`config.mk`:
```
export PLATFORM = sky130hd
export DESIGN_NAME = fcs_top
export DESIGN_NICKNAME = d
export VERILOG_FILES = /design/src/core/fcs_pkg.sv /design/src/core/fcs_dial_filter.sv /design/src/core/fcs_top.sv
export SDC_FILE = /design/constraint.sdc
export NUM_CORES = 1
export LEC_CHECK = 0
export CORE_MARGIN = 2
export CORE_UTILIZATION = 28
export DETAILED_ROUTE_END_ITERATION = 16
export DONT_BUFFER_PORTS = 1
export PLACE_DENSITY_LB_ADDON = 0.2
export SLEW_MARGIN = 30
export SYNTH_ARGS = -nofsm -noshare
export SYNTH_HDL_FRONTEND = slang
export SYNTH_SLANG_ARGS = --single-unit
```
`constraint.sdc`:
```
create_clock -name aclk -period 3.8 [get_ports aclk]
set_input_delay 0.38 -clock aclk [delete_from_list [all_inputs] [get_ports aclk]]
set_output_delay 0.38 -clock aclk [all_outputs]
set_load 0.05 [all_outputs]
```
`src/core/fcs_pkg.sv`:
```
// shared constants and types of the fieldbus coupler status block
// How it works
// RULE1: network lamp dark until controller initializes the coupler, and while unpowered.
// RULE2: initialized and scanned: network lamp green, application drives all outputs.
// RULE3: initialized but link lost or scan stopped: lamp red, all outputs forced off.
// RULE4: module bus not accessed: module-bus lamp dark, all outputs forced off.
// RULE5: module bus properly accessed by the application: module-bus lamp green.
// RULE6: module bus fault: lamp red, coupler outputs live, module outputs forced off.
// RULE7: node address is tens dial times ten plus units dial.
// RULE8: valid node addresses run from one to sixty-four.
// RULE9: upstream port upper lamp yellow when onboard self-diagnostics failed.
// RULE10: upstream port lower lamp green while a device is connected there.
// RULE11: downstream port lamp green while a device is connected there.
// RULE12: one indicator lamp per integrated I/O point showing its state.
// RULE13: dials synchronized and debounced; address outside one to sixty-four means unaddressed.
package fcs_pkg;

    // ------------------------------------------------------------
    // bus and register map
    // ------------------------------------------------------------
    localparam int        AXI_ADDR_W     = 8;
    localparam int        DATA_W         = 32;
    localparam logic [7:0] REG_CTRL       = 8'h00;
    localparam logic [7:0] REG_STATUS     = 8'h04;
    localparam logic [7:0] REG_OUTPUTS    = 8'h08;
    localparam logic [7:0] REG_INPUTS     = 8'h0C;
    localparam logic [7:0] REG_IRQ_STATUS = 8'h10;
    localparam logic [7:0] REG_IRQ_MASK   = 8'h14;
    localparam logic [1:0] RESP_OKAY      = 2'h0;
    localparam logic [1:0] RESP_SLVERR    = 2'h2;

    // ------------------------------------------------------------
    // field positions
    // ------------------------------------------------------------
    localparam int CTRL_INIT_BIT  = 0;
    localparam int ST_NET_GREEN   = 0;
    localparam int ST_NET_RED     = 1;
    localparam int ST_MB_GREEN    = 2;
    localparam int ST_MB_RED      = 3;
    localparam int ST_DIAG        = 4;
    localparam int ST_IN_LINK     = 5;
    localparam int ST_OUT_LINK    = 6;
    localparam int ST_SCANNING    = 7;
    localparam int ST_ADDR_LSB    = 8;
    localparam int ST_ADDR_VALID  = 15;
    localparam int IRQ_LINK_LOST  = 0;
    localparam int IRQ_MBUS_FAULT = 1;
    localparam int IRQ_DIAG_FAIL  = 2;
    localparam int IRQ_ADDR_BAD   = 3;
    localparam int IRQ_W          = 4;

    // ------------------------------------------------------------
    // points, address and timing
    // ------------------------------------------------------------
    localparam int          NUM_IN      = 16;
    localparam int          NUM_OUT     = 16;
    localparam int          DIAL_W      = 4;
    localparam int          ADDR_W      = 7;
    localparam logic [3:0]  DIGIT_MAX   = 4'h9;
    localparam logic [7:0]  TENS_WEIGHT = 8'h0A;
    localparam logic [7:0]  ADDR_MIN    = 8'h01;
    localparam logic [7:0]  ADDR_MAX    = 8'h40;
    localparam int          CLK_MHZ     = 100;
    localparam int          DEBOUNCE_MS = 10;
    localparam int          SCAN_TO_MS  = 50;
    localparam int          DEBOUNCE_CYCLES = DEBOUNCE_MS * CLK_MHZ * 1000;
    localparam int          SCAN_CYCLES     = SCAN_TO_MS * CLK_MHZ * 1000;

    // ------------------------------------------------------------
    // types
    // ------------------------------------------------------------
    typedef enum logic [2:0] {
        FCS_NET_OFF  = 3'b001,
        FCS_NET_RUN  = 3'b010,
        FCS_NET_LOST = 3'b100
    } fcs_net_t;

    typedef struct packed {
        logic red;
        logic green;
    } fcs_lamp_t;

    typedef struct packed {
        fcs_net_t                   ns;
        logic                       init;
        logic                       scanning;
        logic [31:0]                scan_cnt;
        logic [NUM_OUT-1:0]         out_reg;
        logic [NUM_IN-1:0]          in_reg;
        logic [IRQ_W-1:0]           irq_st;
        logic [IRQ_W-1:0]           mask;
        logic                       irq;
        logic                       awready;
        logic                       bvalid;
        logic [1:0]                 bresp;
        logic                       arready;
        logic                       rvalid;
        logic [1:0]                 rresp;
        logic [DATA_W-1:0]          rdata;
        fcs_lamp_t                  net_lamp;
        fcs_lamp_t                  mb_lamp;
        logic                       diag;
        logic                       in_link;
        logic                       out_link;
        logic [NUM_OUT-1:0]         cpl_out;
        logic                       mod_en;
        logic [NUM_IN+NUM_OUT-1:0]  points;
        logic [ADDR_W-1:0]          node_addr;
        logic                       addr_valid;
        logic                       addr_bad;
    } fcs_state_t;

endpackage

```
`src/core/fcs_dial_filter.sv`:
```
// synchroniser and debouncer for the address dials
`timescale 1ns/1ps
`default_nettype none
module fcs_dial_filter #(
    parameter int W      = 8,
    parameter int CYCLES = 1000000
) (
    // clock and reset
    input  wire logic         aclk,
    input  wire logic         aresetn,
    // raw dial lines
    input  wire logic [W-1:0] raw,
    // filtered value
    output logic      [W-1:0] stable,
    output logic              settled
);
    // ------------------------------------------------------------
    // state
    // ------------------------------------------------------------
    typedef struct packed {
        logic [W-1:0] s1;
        logic [W-1:0] s2;
        logic [W-1:0] cand;
        logic [31:0]  cnt;
        logic [W-1:0] val;
        logic         ok;
    } fcs_filt_t;

    fcs_filt_t q;
    fcs_filt_t d;

    // s1 feeds only s2, as any synchroniser first stage must
    always_comb begin
        d    = q;
        d.s1 = raw;
        d.s2 = q.s1;
        if (q.s2 != q.cand) begin
            d.cand = q.s2;
            d.cnt  = '0;
        end else if (q.cnt == 32'(CYCLES - 1)) begin
            d.val = q.cand;
            d.ok  = 1'b1;
        end else begin
            d.cnt = q.cnt + 32'h1;
        end
    end

    always_ff @(posedge aclk) begin
        if (!aresetn) begin
            q <= '0;
        end else begin
            q <= d;
        end
    end

    assign stable  = q.val;
    assign settled = q.ok;

endmodule // fcs_dial_filter
`default_nettype wire

```
`src/core/fcs_top.sv`:
```
// coupler status lamps, output forcing, node address and register slave
`timescale 1ns/1ps
`default_nettype none
module fcs_top
    import fcs_pkg::*;
#(
    parameter int DEBOUNCE_CYC = fcs_pkg::DEBOUNCE_CYCLES,
    parameter int SCAN_CYC     = fcs_pkg::SCAN_CYCLES
) (
    // clock and reset
    input  wire logic                           aclk,
    input  wire logic                           aresetn,
    // axi4-lite write
    input  wire logic [fcs_pkg::AXI_ADDR_W-1:0] s_axi_awaddr,
    input  wire logic                           s_axi_awvalid,
    output logic                                s_axi_awready,
    input  wire logic [fcs_pkg::DATA_W-1:0]     s_axi_wdata,
    input  wire logic [3:0]                     s_axi_wstrb,
    input  wire logic                           s_axi_wvalid,
    output logic                                s_axi_wready,
    output logic [1:0]                          s_axi_bresp,
    output logic                                s_axi_bvalid,
    input  wire logic                           s_axi_bready,
    // axi4-lite read
    input  wire logic [fcs_pkg::AXI_ADDR_W-1:0] s_axi_araddr,
    input  wire logic                           s_axi_arvalid,
    output logic                                s_axi_arready,
    output logic [fcs_pkg::DATA_W-1:0]          s_axi_rdata,
    output logic [1:0]                          s_axi_rresp,
    output logic                                s_axi_rvalid,
    input  wire logic                           s_axi_rready,
    // network and module-bus health
    input  wire logic                           net_link_ok,
    input  wire logic                           mbus_access,
    input  wire logic                           mbus_fault,
    input  wire logic                           selftest_fail,
    input  wire logic                           in_port_link,
    input  wire logic                           out_port_link,
    // address dials
    input  wire logic [fcs_pkg::DIAL_W-1:0]     tens_address_dial,
    input  wire logic [fcs_pkg::DIAL_W-1:0]     units_address_dial,
    // integrated i/o points
    input  wire logic [fcs_pkg::NUM_IN-1:0]     fast_in,
    output logic [fcs_pkg::NUM_OUT-1:0]         fast_out,
    output logic                                module_out_enable,
    // lamps
    output fcs_pkg::fcs_lamp_t                  network_status_lamp,
    output fcs_pkg::fcs_lamp_t                  module_bus_status_lamp,
    output logic                                in_diag_lamp_yellow,
    output logic                                in_link_lamp_green,
    output logic                                out_link_lamp_green,
    output logic [fcs_pkg::NUM_IN+fcs_pkg::NUM_OUT-1:0] point_lamps,
    // node address and interrupt
    output logic [fcs_pkg::ADDR_W-1:0]          node_addr,
    output logic                                node_addr_valid,
    output logic                                irq
);
    import fcs_pkg::*;

    // ------------------------------------------------------------
    // helpers
    // ------------------------------------------------------------
    function automatic logic [DATA_W-1:0] strb_mask(input logic [3:0] s);
        logic [DATA_W-1:0] m;
        m = '0;
        for (int i = 0; i < 4; i++) begin
            m[i*8 +: 8] = {8{s[i]}};
        end
        return m;
    endfunction

    function automatic logic [DATA_W-1:0] merge(input logic [DATA_W-1:0] old,
                                                input logic [DATA_W-1:0] nw,
                                                input logic [3:0]        s);
        return (old & ~strb_mask(s)) | (nw & strb_mask(s));
    endfunction

    function automatic logic mapped(input logic [AXI_ADDR_W-1:0] a);
        return a == REG_CTRL || a == REG_STATUS || a == REG_OUTPUTS ||
               a == REG_INPUTS || a == REG_IRQ_STATUS || a == REG_IRQ_MASK;
    endfunction

    // ------------------------------------------------------------
    // dial filter
    // ------------------------------------------------------------
    logic [2*DIAL_W-1:0] dials;
    logic                dials_ok;

    fcs_dial_filter #(
        .W      (2 * DIAL_W),
        .CYCLES (DEBOUNCE_CYC)
    ) u_dials (
        .aclk    (aclk),
        .aresetn (aresetn),
        .raw     ({tens_address_dial, units_address_dial}),
        .stable  (dials),
        .settled (dials_ok)
    );

    // ------------------------------------------------------------
    // next state
    // ------------------------------------------------------------
    fcs_state_t q;
    fcs_state_t d;

    logic                  wr;
    logic                  rd;
    logic [DATA_W-1:0]     status_w;
    logic [DATA_W-1:0]     rmux;
    logic [DATA_W-1:0]     wval;
    logic [IRQ_W-1:0]      ev;
    logic [7:0]            calc;
    logic                  ok_run;
    logic                  addr_ok;

    always_comb begin
        d        = q;
        ev       = '0;
        wr       = q.awready && s_axi_awvalid && s_axi_wvalid;
        rd       = q.arready && s_axi_arvalid;
        wval     = '0;
        status_w = '0;
        status_w[ST_NET_GREEN]  = q.net_lamp.green;
        status_w[ST_NET_RED]    = q.net_lamp.red;
        status_w[ST_MB_GREEN]   = q.mb_lamp.green;
        status_w[ST_MB_RED]     = q.mb_lamp.red;
        status_w[ST_DIAG]       = q.diag;
        status_w[ST_IN_LINK]    = q.in_link;
        status_w[ST_OUT_LINK]   = q.out_link;
        status_w[ST_SCANNING]   = q.scanning;
        status_w[ST_ADDR_LSB +: ADDR_W] = q.node_addr;
        status_w[ST_ADDR_VALID] = q.addr_valid;

        // write channel: both halves taken on one edge
        d.awready = !q.awready && !q.bvalid && s_axi_awvalid && s_axi_wvalid;
        if (q.bvalid && s_axi_bready) begin
            d.bvalid = 1'b0;
        end
        if (wr) begin
            d.bvalid = 1'b1;
            d.bresp  = mapped(s_axi_awaddr) ? RESP_OKAY : RESP_SLVERR;
            case (s_axi_awaddr)
                REG_CTRL: begin
                    wval   = merge(DATA_W'(q.init), s_axi_wdata, s_axi_wstrb);
                    d.init = wval[CTRL_INIT_BIT];
                end
                REG_OUTPUTS: begin
                    wval      = merge(DATA_W'(q.out_reg), s_axi_wdata, s_axi_wstrb);
                    d.out_reg = wval[NUM_OUT-1:0];
                end
                REG_IRQ_MASK: begin
                    wval   = merge(DATA_W'(q.mask), s_axi_wdata, s_axi_wstrb);
                    d.mask = wval[IRQ_W-1:0];
                end
                REG_IRQ_STATUS: begin
                    wval     = s_axi_wdata & strb_mask(s_axi_wstrb);
                    d.irq_st = q.irq_st & ~wval[IRQ_W-1:0];
                end
                default: begin
                    wval = '0;
                end
            endcase
        end

        // read channel
        case (s_axi_araddr)
            REG_CTRL:       rmux = DATA_W'(q.init);
            REG_STATUS:     rmux = status_w;
            REG_OUTPUTS:    rmux = DATA_W'(q.out_reg);
            REG_INPUTS:     rmux = DATA_W'(q.in_reg);
            REG_IRQ_STATUS: rmux = DATA_W'(q.irq_st);
            REG_IRQ_MASK:   rmux = DATA_W'(q.mask);
            default:        rmux = '0;
        endcase
        d.arready = !q.arready && !q.rvalid && s_axi_arvalid;
        if (q.rvalid && s_axi_rready) begin
            d.rvalid = 1'b0;
        end
        if (rd) begin
            d.rvalid = 1'b1;
            d.rdata  = rmux;
            d.rresp  = mapped(s_axi_araddr) ? RESP_OKAY : RESP_SLVERR;
        end

        // scan watchdog: each output write counts as one application scan
        if (wr && s_axi_awaddr == REG_OUTPUTS) begin
            d.scanning = 1'b1;
            d.scan_cnt = '0;
        end else if (q.scan_cnt == 32'(SCAN_CYC - 1)) begin
            d.scanning = 1'b0;
        end else if (q.scanning) begin
            d.scan_cnt = q.scan_cnt + 32'h1;
        end

        // network state
        ok_run = net_link_ok && q.scanning;
        case (q.ns)
            FCS_NET_OFF: begin
                if (q.init) begin
                    d.ns = ok_run ? FCS_NET_RUN : FCS_NET_LOST; // RULE2 RULE3
                end
            end
            FCS_NET_RUN: begin
                if (!q.init) begin
                    d.ns = FCS_NET_OFF; // RULE1
                end else if (!ok_run) begin
                    d.ns = FCS_NET_LOST; // RULE3
                end
            end
            FCS_NET_LOST: begin
                if (!q.init) begin
                    d.ns = FCS_NET_OFF; // RULE1
                end else if (ok_run) begin
                    d.ns = FCS_NET_RUN; // RULE2
                end
            end
            default: begin
                d.ns = FCS_NET_OFF;
            end
        endcase
        d.net_lamp.green = d.ns == FCS_NET_RUN;  // RULE1 RULE2
        d.net_lamp.red   = d.ns == FCS_NET_LOST; // RULE1 RULE3

        // module bus lamp and output forcing
        d.mb_lamp.red   = mbus_fault;                 // RULE6
        d.mb_lamp.green = !mbus_fault && mbus_access; // RULE4 RULE5
        d.cpl_out = (d.ns == FCS_NET_RUN && (mbus_access || mbus_fault)) ?
                    d.out_reg : '0; // RULE2 RULE3 RULE4 RULE6
        d.mod_en  = d.ns == FCS_NET_RUN && mbus_access && !mbus_fault; // RULE3 RULE4 RULE6

        // port lamps and point lamps
        d.diag     = selftest_fail; // RULE9
        d.in_link  = in_port_link;  // RULE10
        d.out_link = out_port_link; // RULE11
        d.in_reg   = fast_in;
        d.points   = {d.cpl_out, fast_in}; // RULE12

        // node address
        calc    = 8'(dials[2*DIAL_W-1:DIAL_W]) * TENS_WEIGHT
                + 8'(dials[DIAL_W-1:0]); // RULE7
        addr_ok = dials_ok && dials[2*DIAL_W-1:DIAL_W] <= DIGIT_MAX &&
                  dials[DIAL_W-1:0] <= DIGIT_MAX &&
                  calc >= ADDR_MIN && calc <= ADDR_MAX; // RULE8 RULE13
        d.addr_valid = addr_ok;
        d.node_addr  = addr_ok ? calc[ADDR_W-1:0] : '0; // RULE13
        d.addr_bad   = dials_ok && !addr_ok;

        // sticky events; a set in the clearing cycle wins
        ev[IRQ_LINK_LOST]  = d.ns == FCS_NET_LOST && q.ns != FCS_NET_LOST;
        ev[IRQ_MBUS_FAULT] = mbus_fault && !q.mb_lamp.red;
        ev[IRQ_DIAG_FAIL]  = selftest_fail && !q.diag;
        ev[IRQ_ADDR_BAD]   = d.addr_bad && !q.addr_bad;
        d.irq_st = d.irq_st | ev;
        d.irq    = |(d.irq_st & d.mask);
    end

    always_ff @(posedge aclk) begin
        if (!aresetn) begin
            q    <= '0;
            q.ns <= FCS_NET_OFF; // RULE1
        end else begin
            q <= d;
        end
    end

    // ------------------------------------------------------------
    // outputs
    // ------------------------------------------------------------
    assign s_axi_awready          = q.awready;
    assign s_axi_wready           = q.awready;
    assign s_axi_bvalid           = q.bvalid;
    assign s_axi_bresp            = q.bresp;
    assign s_axi_arready          = q.arready;
    assign s_axi_rvalid           = q.rvalid;
    assign s_axi_rdata            = q.rdata;
    assign s_axi_rresp            = q.rresp;
    assign fast_out               = q.cpl_out;
    assign module_out_enable      = q.mod_en;
    assign network_status_lamp    = q.net_lamp;
    assign module_bus_status_lamp = q.mb_lamp;
    assign in_diag_lamp_yellow    = q.diag;
    assign in_link_lamp_green     = q.in_link;
    assign out_link_lamp_green    = q.out_link;
    assign point_lamps            = q.points;
    assign node_addr              = q.node_addr;
    assign node_addr_valid        = q.addr_valid;
    assign irq                    = q.irq;

    // ------------------------------------------------------------
    // assertions
    // ------------------------------------------------------------
    a_net_dark_off: assert property (@(posedge aclk) disable iff (!aresetn) // RULE1
        q.ns == FCS_NET_OFF |-> !q.net_lamp.green && !q.net_lamp.red && q.cpl_out == '0)
        else $error("network lamp lit before init");
    a_net_green_run: assert property (@(posedge aclk) disable iff (!aresetn) // RULE2
        q.init && q.ns == FCS_NET_RUN && net_link_ok && q.scanning && mbus_access
        |=> q.net_lamp.green && fast_out == q.out_reg)
        else $error("scanned outputs not driven");
    a_lost_forced_off: assert property (@(posedge aclk) disable iff (!aresetn) // RULE3
        q.init && !net_link_ok |=> q.net_lamp.red && fast_out == '0 && !module_out_enable)
        else $error("link loss did not force outputs off");
    a_mbus_idle_off: assert property (@(posedge aclk) disable iff (!aresetn) // RULE4
        !mbus_access && !mbus_fault
        |=> !q.mb_lamp.green && !q.mb_lamp.red && fast_out == '0 && !module_out_enable)
        else $error("idle module bus not forced off");
    a_mbus_green_on: assert property (@(posedge aclk) disable iff (!aresetn) // RULE5
        mbus_access && !mbus_fault |=> q.mb_lamp.green && !q.mb_lamp.red)
        else $error("module bus lamp not green");
    a_mbus_fault_red: assert property (@(posedge aclk) disable iff (!aresetn) // RULE6
        mbus_fault && q.ns == FCS_NET_RUN && q.init && net_link_ok && q.scanning
        |=> q.mb_lamp.red && !module_out_enable && fast_out == q.out_reg)
        else $error("module bus fault handling wrong");
    a_addr_sum_ok: assert property (@(posedge aclk) disable iff (!aresetn) // RULE7
        q.addr_valid |-> 8'(q.node_addr) ==
        8'($past(dials[7:4])) * TENS_WEIGHT + 8'($past(dials[3:0])))
        else $error("node address not tens times ten plus units");
    a_addr_in_range: assert property (@(posedge aclk) disable iff (!aresetn) // RULE8
        q.addr_valid |-> q.node_addr >= 7'h01 && q.node_addr <= 7'h40)
        else $error("node address out of range");
    a_addr_bad_zero: assert property (@(posedge aclk) disable iff (!aresetn) // RULE13
        !q.addr_valid |-> q.node_addr == '0)
        else $error("invalid address not cleared");
    a_diag_lamp_on: assert property (@(posedge aclk) disable iff (!aresetn) // RULE9
        selftest_fail |=> in_diag_lamp_yellow)
        else $error("diagnostic lamp not lit");
    a_in_link_lamp: assert property (@(posedge aclk) disable iff (!aresetn) // RULE10
        aresetn |=> in_link_lamp_green == $past(in_port_link))
        else $error("upstream link lamp wrong");
    a_out_link_lamp: assert property (@(posedge aclk) disable iff (!aresetn) // RULE11
        aresetn |=> out_link_lamp_green == $past(out_port_link))
        else $error("downstream link lamp wrong");
    a_point_lamp_map: assert property (@(posedge aclk) disable iff (!aresetn) // RULE12
        aresetn |=> point_lamps == {fast_out, $past(fast_in)})
        else $error("point lamps do not follow points");

endmodule // fcs_top
`default_nettype wire

```
==> summary.md <==
| Metric | Value |
|---|---|
| Run status | `finished clean` |
| Total negative setup slack | `0 ns` |
| Switching Power | `1.05 mW` |
| Leading cell types in the layout, fill and taps excluded | `sky130_fd_sc_hd__dfxtp_1 (198), sky130_fd_sc_hd__nor2_1 (130), sky130_fd_sc_hd__and2_1 (52)` |
| Final Slew Violations | `0` |
| Number of input and output port buffers inserted | `0` |
| Placer Congestion | `0.726` |
| Number of global-route vias before repair | `5465` |
| Pin count of the biggest net entering global routing | `61` |
| Insertion delay to the later sink of the worst-skew pair | `0.43 ns` |
| Number of remaining DRC errors | `0` |
| Hold-fix buffer count after cts | `0` |
| Post-synth EDFFs | `0` |
| Number of buffers created by CTS | `17` |
| Total via count after detailed routing | `5812` |
| Starting density of the core | `0.285` |
| Number of cell instances on the worst register-to-register path | `8` |
| Endpoint class of the critical path | `flop` |
| Post-CTS setup repair buffer count | `0` |
| Flip-flop and latch count after synthesis | `198` |
| Worst-case vdd ir drop | `0.311 mV` |
| Number of cells upsized or downsized after cts | `0` |
| Hold Path Cell Cnt | `1` |
| CTS sink cnt | `198` |
| Die X-Extent | `181 um` |
| Global-route wire length before repair | `31400 um` |
| Most common cell after layout, fill and taps aside | `sky130_fd_sc_hd__dfxtp_1` |
| Number of cells produced by synthesis | `940` |
| Buffer and inverter count on the worst path | `0` |
| Reg2reg setup slack | `0.89 ns` |
| Io pins | `195` |
| Cell repeated most along the worst path | `sky130_fd_sc_hd__ha_1` |
| P_int | `3.08 mW` |
| Flop pwr share | `0.526` |
| Overflow left after global routing | `0` |
| DP Area | `0.00850 mm2` |
| Startpoint types | `flop` |
| Path length in cells of the critical path | `8` |
| Highest attainable clock frequency | `0.344 GHz` |
| Buffer type at the clock tree root | `sky130_fd_sc_hd__clkbuf_16` |
| Clock Power Share | `0.440` |
| Share of layout cells above drive strength 1 | `0.0897` |
| Critical register-to-register path startpoint | `u_dials.stable[7]` |
| HPWL after detailed placement | `14200 um` |
| Least-Margin Pin Slew | `0.995 ns` |
| Antenna viol nets, final | `0` |
| Area delta synth->final | `3.95%` |
| Vertical die dimension | `181 um` |
| Synth warn | `0` |
| Syn avg cell area | `9.30 um2` |
| Net count reported at finish | `957` |
| Time the final worst path needs with I/O delays and setup | `2.91 ns` |
| Initial detailed-routing violation count | `283` |
| Relative slew slack | `0.336` |
| Final Hold Fails | `0` |
| Area taken by flip-flops and latches | `0.00396 mm2` |
| Clock-pin transition on the worst setup and hold timing paths | `0.08 ns` |
| Leakage power figure | `3.24 nW` |
| Maximum fanout along the worst path | `6` |
| Area of the multi-input gates | `0.00390 mm2` |
| Initial antenna violation count | `0` |
| RSZ-0062 raised after global routing | `no` |
| Fraction of registers with async set/reset | `0` |
| Clock skew after layout | `0.0114 ns` |
| Gate family responsible for the most delay along the worst path | `adder cells` |
| Routed vias/inst | `4.59` |
| Std-Cell Core Area | `0.0307 mm2` |
| Total routing usage reported by global routing | `0.121` |
| Most used DFF post-synth | `sky130_fd_sc_hd__dfxtp_1` |
| Final cell area excluding filler cells | `0.00909 mm2` |
| Total wire length | `19700 um` |
| Die area | `0.0326 mm2` |
| Count of max-cap constraint violations | `0` |
| Largest stage delay on the critical path | `0.62 ns` |
| Ordered cell list for the critical path | `ha_1 -> ha_1 -> fa_1 -> o2111ai_1 -> mux2i_1 -> a221o_1 -> or2_2 -> nor3_1` |
| Share of total power in combinational logic | `0.034` |
| Post-synthesis cell type count | `63` |
| Final core area utilization | `0.296` |
| Crit path required time | `4.14 ns` |
| Type of the setup path with the least slack | `reg2reg` |
| Pwr/cell area | `454 mW/mm2` |
| Switching share of power | `0.254` |
| Hold/Removal Path Class | `in2reg` |
| Antenna diode count | `0` |
| Slowest-stage cell, CP | `sky130_fd_sc_hd__fa_1` |
| Number of fillers in the final layout | `3195` |
| Final setup viols | `0` |
| Data arrival time at the worst-slack endpoint | `3.24 ns` |
| Overall power | `4.13 mW` |
| End point of the critical path | `node_addr[5]` |
| Row cnt | `64` |
| TritonCTS clock tree | `done` |
| Critical register-to-register path endpoint | `node_addr[5]` |
| Mean routed wirelength per cell | `15.5 um` |
| Total standard cell area after synthesis | `0.00874 mm2` |
| Maximum buffer depth of the clock tree | `2` |
| H-tree Lvls | `4` |
| Proportion of synthesized chip area in sequential cells | `0.453` |
| Post-route clock period utilization | `0.765` |
| Length of the first detailed-routing pass in iterations | `5` |
| Origin of the worst setup path | `u_dials.stable[7]` |
## metrics by stage
stage                     hold WS, ns  instances  setup slack, ns
after detailed placement        0.420       1234            0.861
after global routing           0.0120       1266            0.683
final                          0.0411       1266            0.891
after CTS                     0.00617       1266            0.847
after global placement          0.421       1234            0.889
after floorplan                 0.409        957             1.15
## power groups by stage
stage	clock network [mW]	registers, mW	logic (mW)
after floorplan	0	2.17	0.202
after global placement	0	2.22	0.140
after detailed placement	0	2.22	0.140
after CTS	1.89	2.17	0.140
after global routing	1.97	2.17	0.153
final	1.82	2.17	0.138
## per-layer routing
metal / up-vias / global-route usage / wire [um]
met5: - / 0 / 0
met4: 0 / 0.0326 / 187
met3: 11 / 0.0321 / 1170
met2: 167 / 0.190 / 8880
met1: 2708 / 0.164 / 9440
li1: 2926 / - / -
## kinds of logic (layout without fill, tap and decap cells)
group                    after synthesis  count (layout)  share of synthesized area
AO/OA/AOI/OAI                         92              92                     0.0737
XOR/XNOR                              71              71                     0.0711
adder cells (fa/ha/maj)               11              11                     0.0175
buffers and inverters                146              59                      0.107
flip-flops                           198             198                      0.453
multiplexers                          43              43                     0.0537
other                                  1              18                   0.000429
AND/OR/NAND/NOR                      378             378                      0.223
## synthesized netlist by cell type (all sizes together), types with 3 or more instances
library cell,instances,area (um2)
nand2b,5,31.3
and4,8,70.1
nor2b,3,18.8
nand3,34,170
clkbuf,26,97.6
nand4,16,100
o21ai,11,55.1
ha,9,113
dfxtp,198,3960
xnor2,36,315
a22o,14,123
o31ai,3,36.3
and2,52,325
nor4,15,100
buf,102,773
mux2i,21,210
a22oi,12,90.1
nor4b,5,58.8
nor3b,4,30.0
mux2,21,236
and3,7,43.8
or4,4,33.8
nor2,130,488
nand2,50,195
xor2,35,307
inv,18,67.6
a21o,3,22.5
or2,5,31.3
nor3,25,125
or3,8,55.1
a21oi,27,135
a32oi,3,26.3
nand4b,3,26.3
a221oi,4,35.0
## sequential cells by signal, summed over array words and instances, names as in the netlist, 2 cells and up, named ones only
| register | flops |
|---|---|
| node_addr | 7 |
| network_status_lamp | 2 |
| u_dials.d | 8 |
| q | 76 |
| module_bus_status_lamp | 2 |
| fast_out | 16 |
| u_dials.q | 48 |
| u_dials.stable | 8 |
| s_axi_rdata | 16 |
## how the worst min path moves through the flow
stage | startpoint | to | slack (ns)
CTS | net_link_ok | network_status_lamp[1] | 0.006
floorplan | q[0] | irq | 0.41
global route | net_link_ok | q[182] | 0.01
finish | net_link_ok | network_status_lamp[1] | 0.04
global placement | u_dials.d[51] | u_dials.q[51] | 0.42
detailed placement | u_dials.d[50] | u_dials.q[50] | 0.42
## worst reg2reg max path, delay by kind of cell (launching register included)
family / cells / cell delay (ns)
AOI/OAI and AO/OA: 2 / 0.55
adders and majority gates: 3 / 1.13
DFF: 1 / 0.45
muxes: 1 / 0.15
and+or+nand+nor: 2 / 0.56
## cell type report
cell class / count / share of cell area
Inverter: 18 / 0.00744
Tap cell: 396 / 0.0545
Clock buffer: 17 / 0.0468
Sequential cell: 198 / 0.436
Timing Repair Buffer: 9 / 0.00744
Multi-Input combinational cell: 613 / 0.429
Clock inverter: 15 / 0.0180
Note: power is estimated with default switching activity, not from simulation.
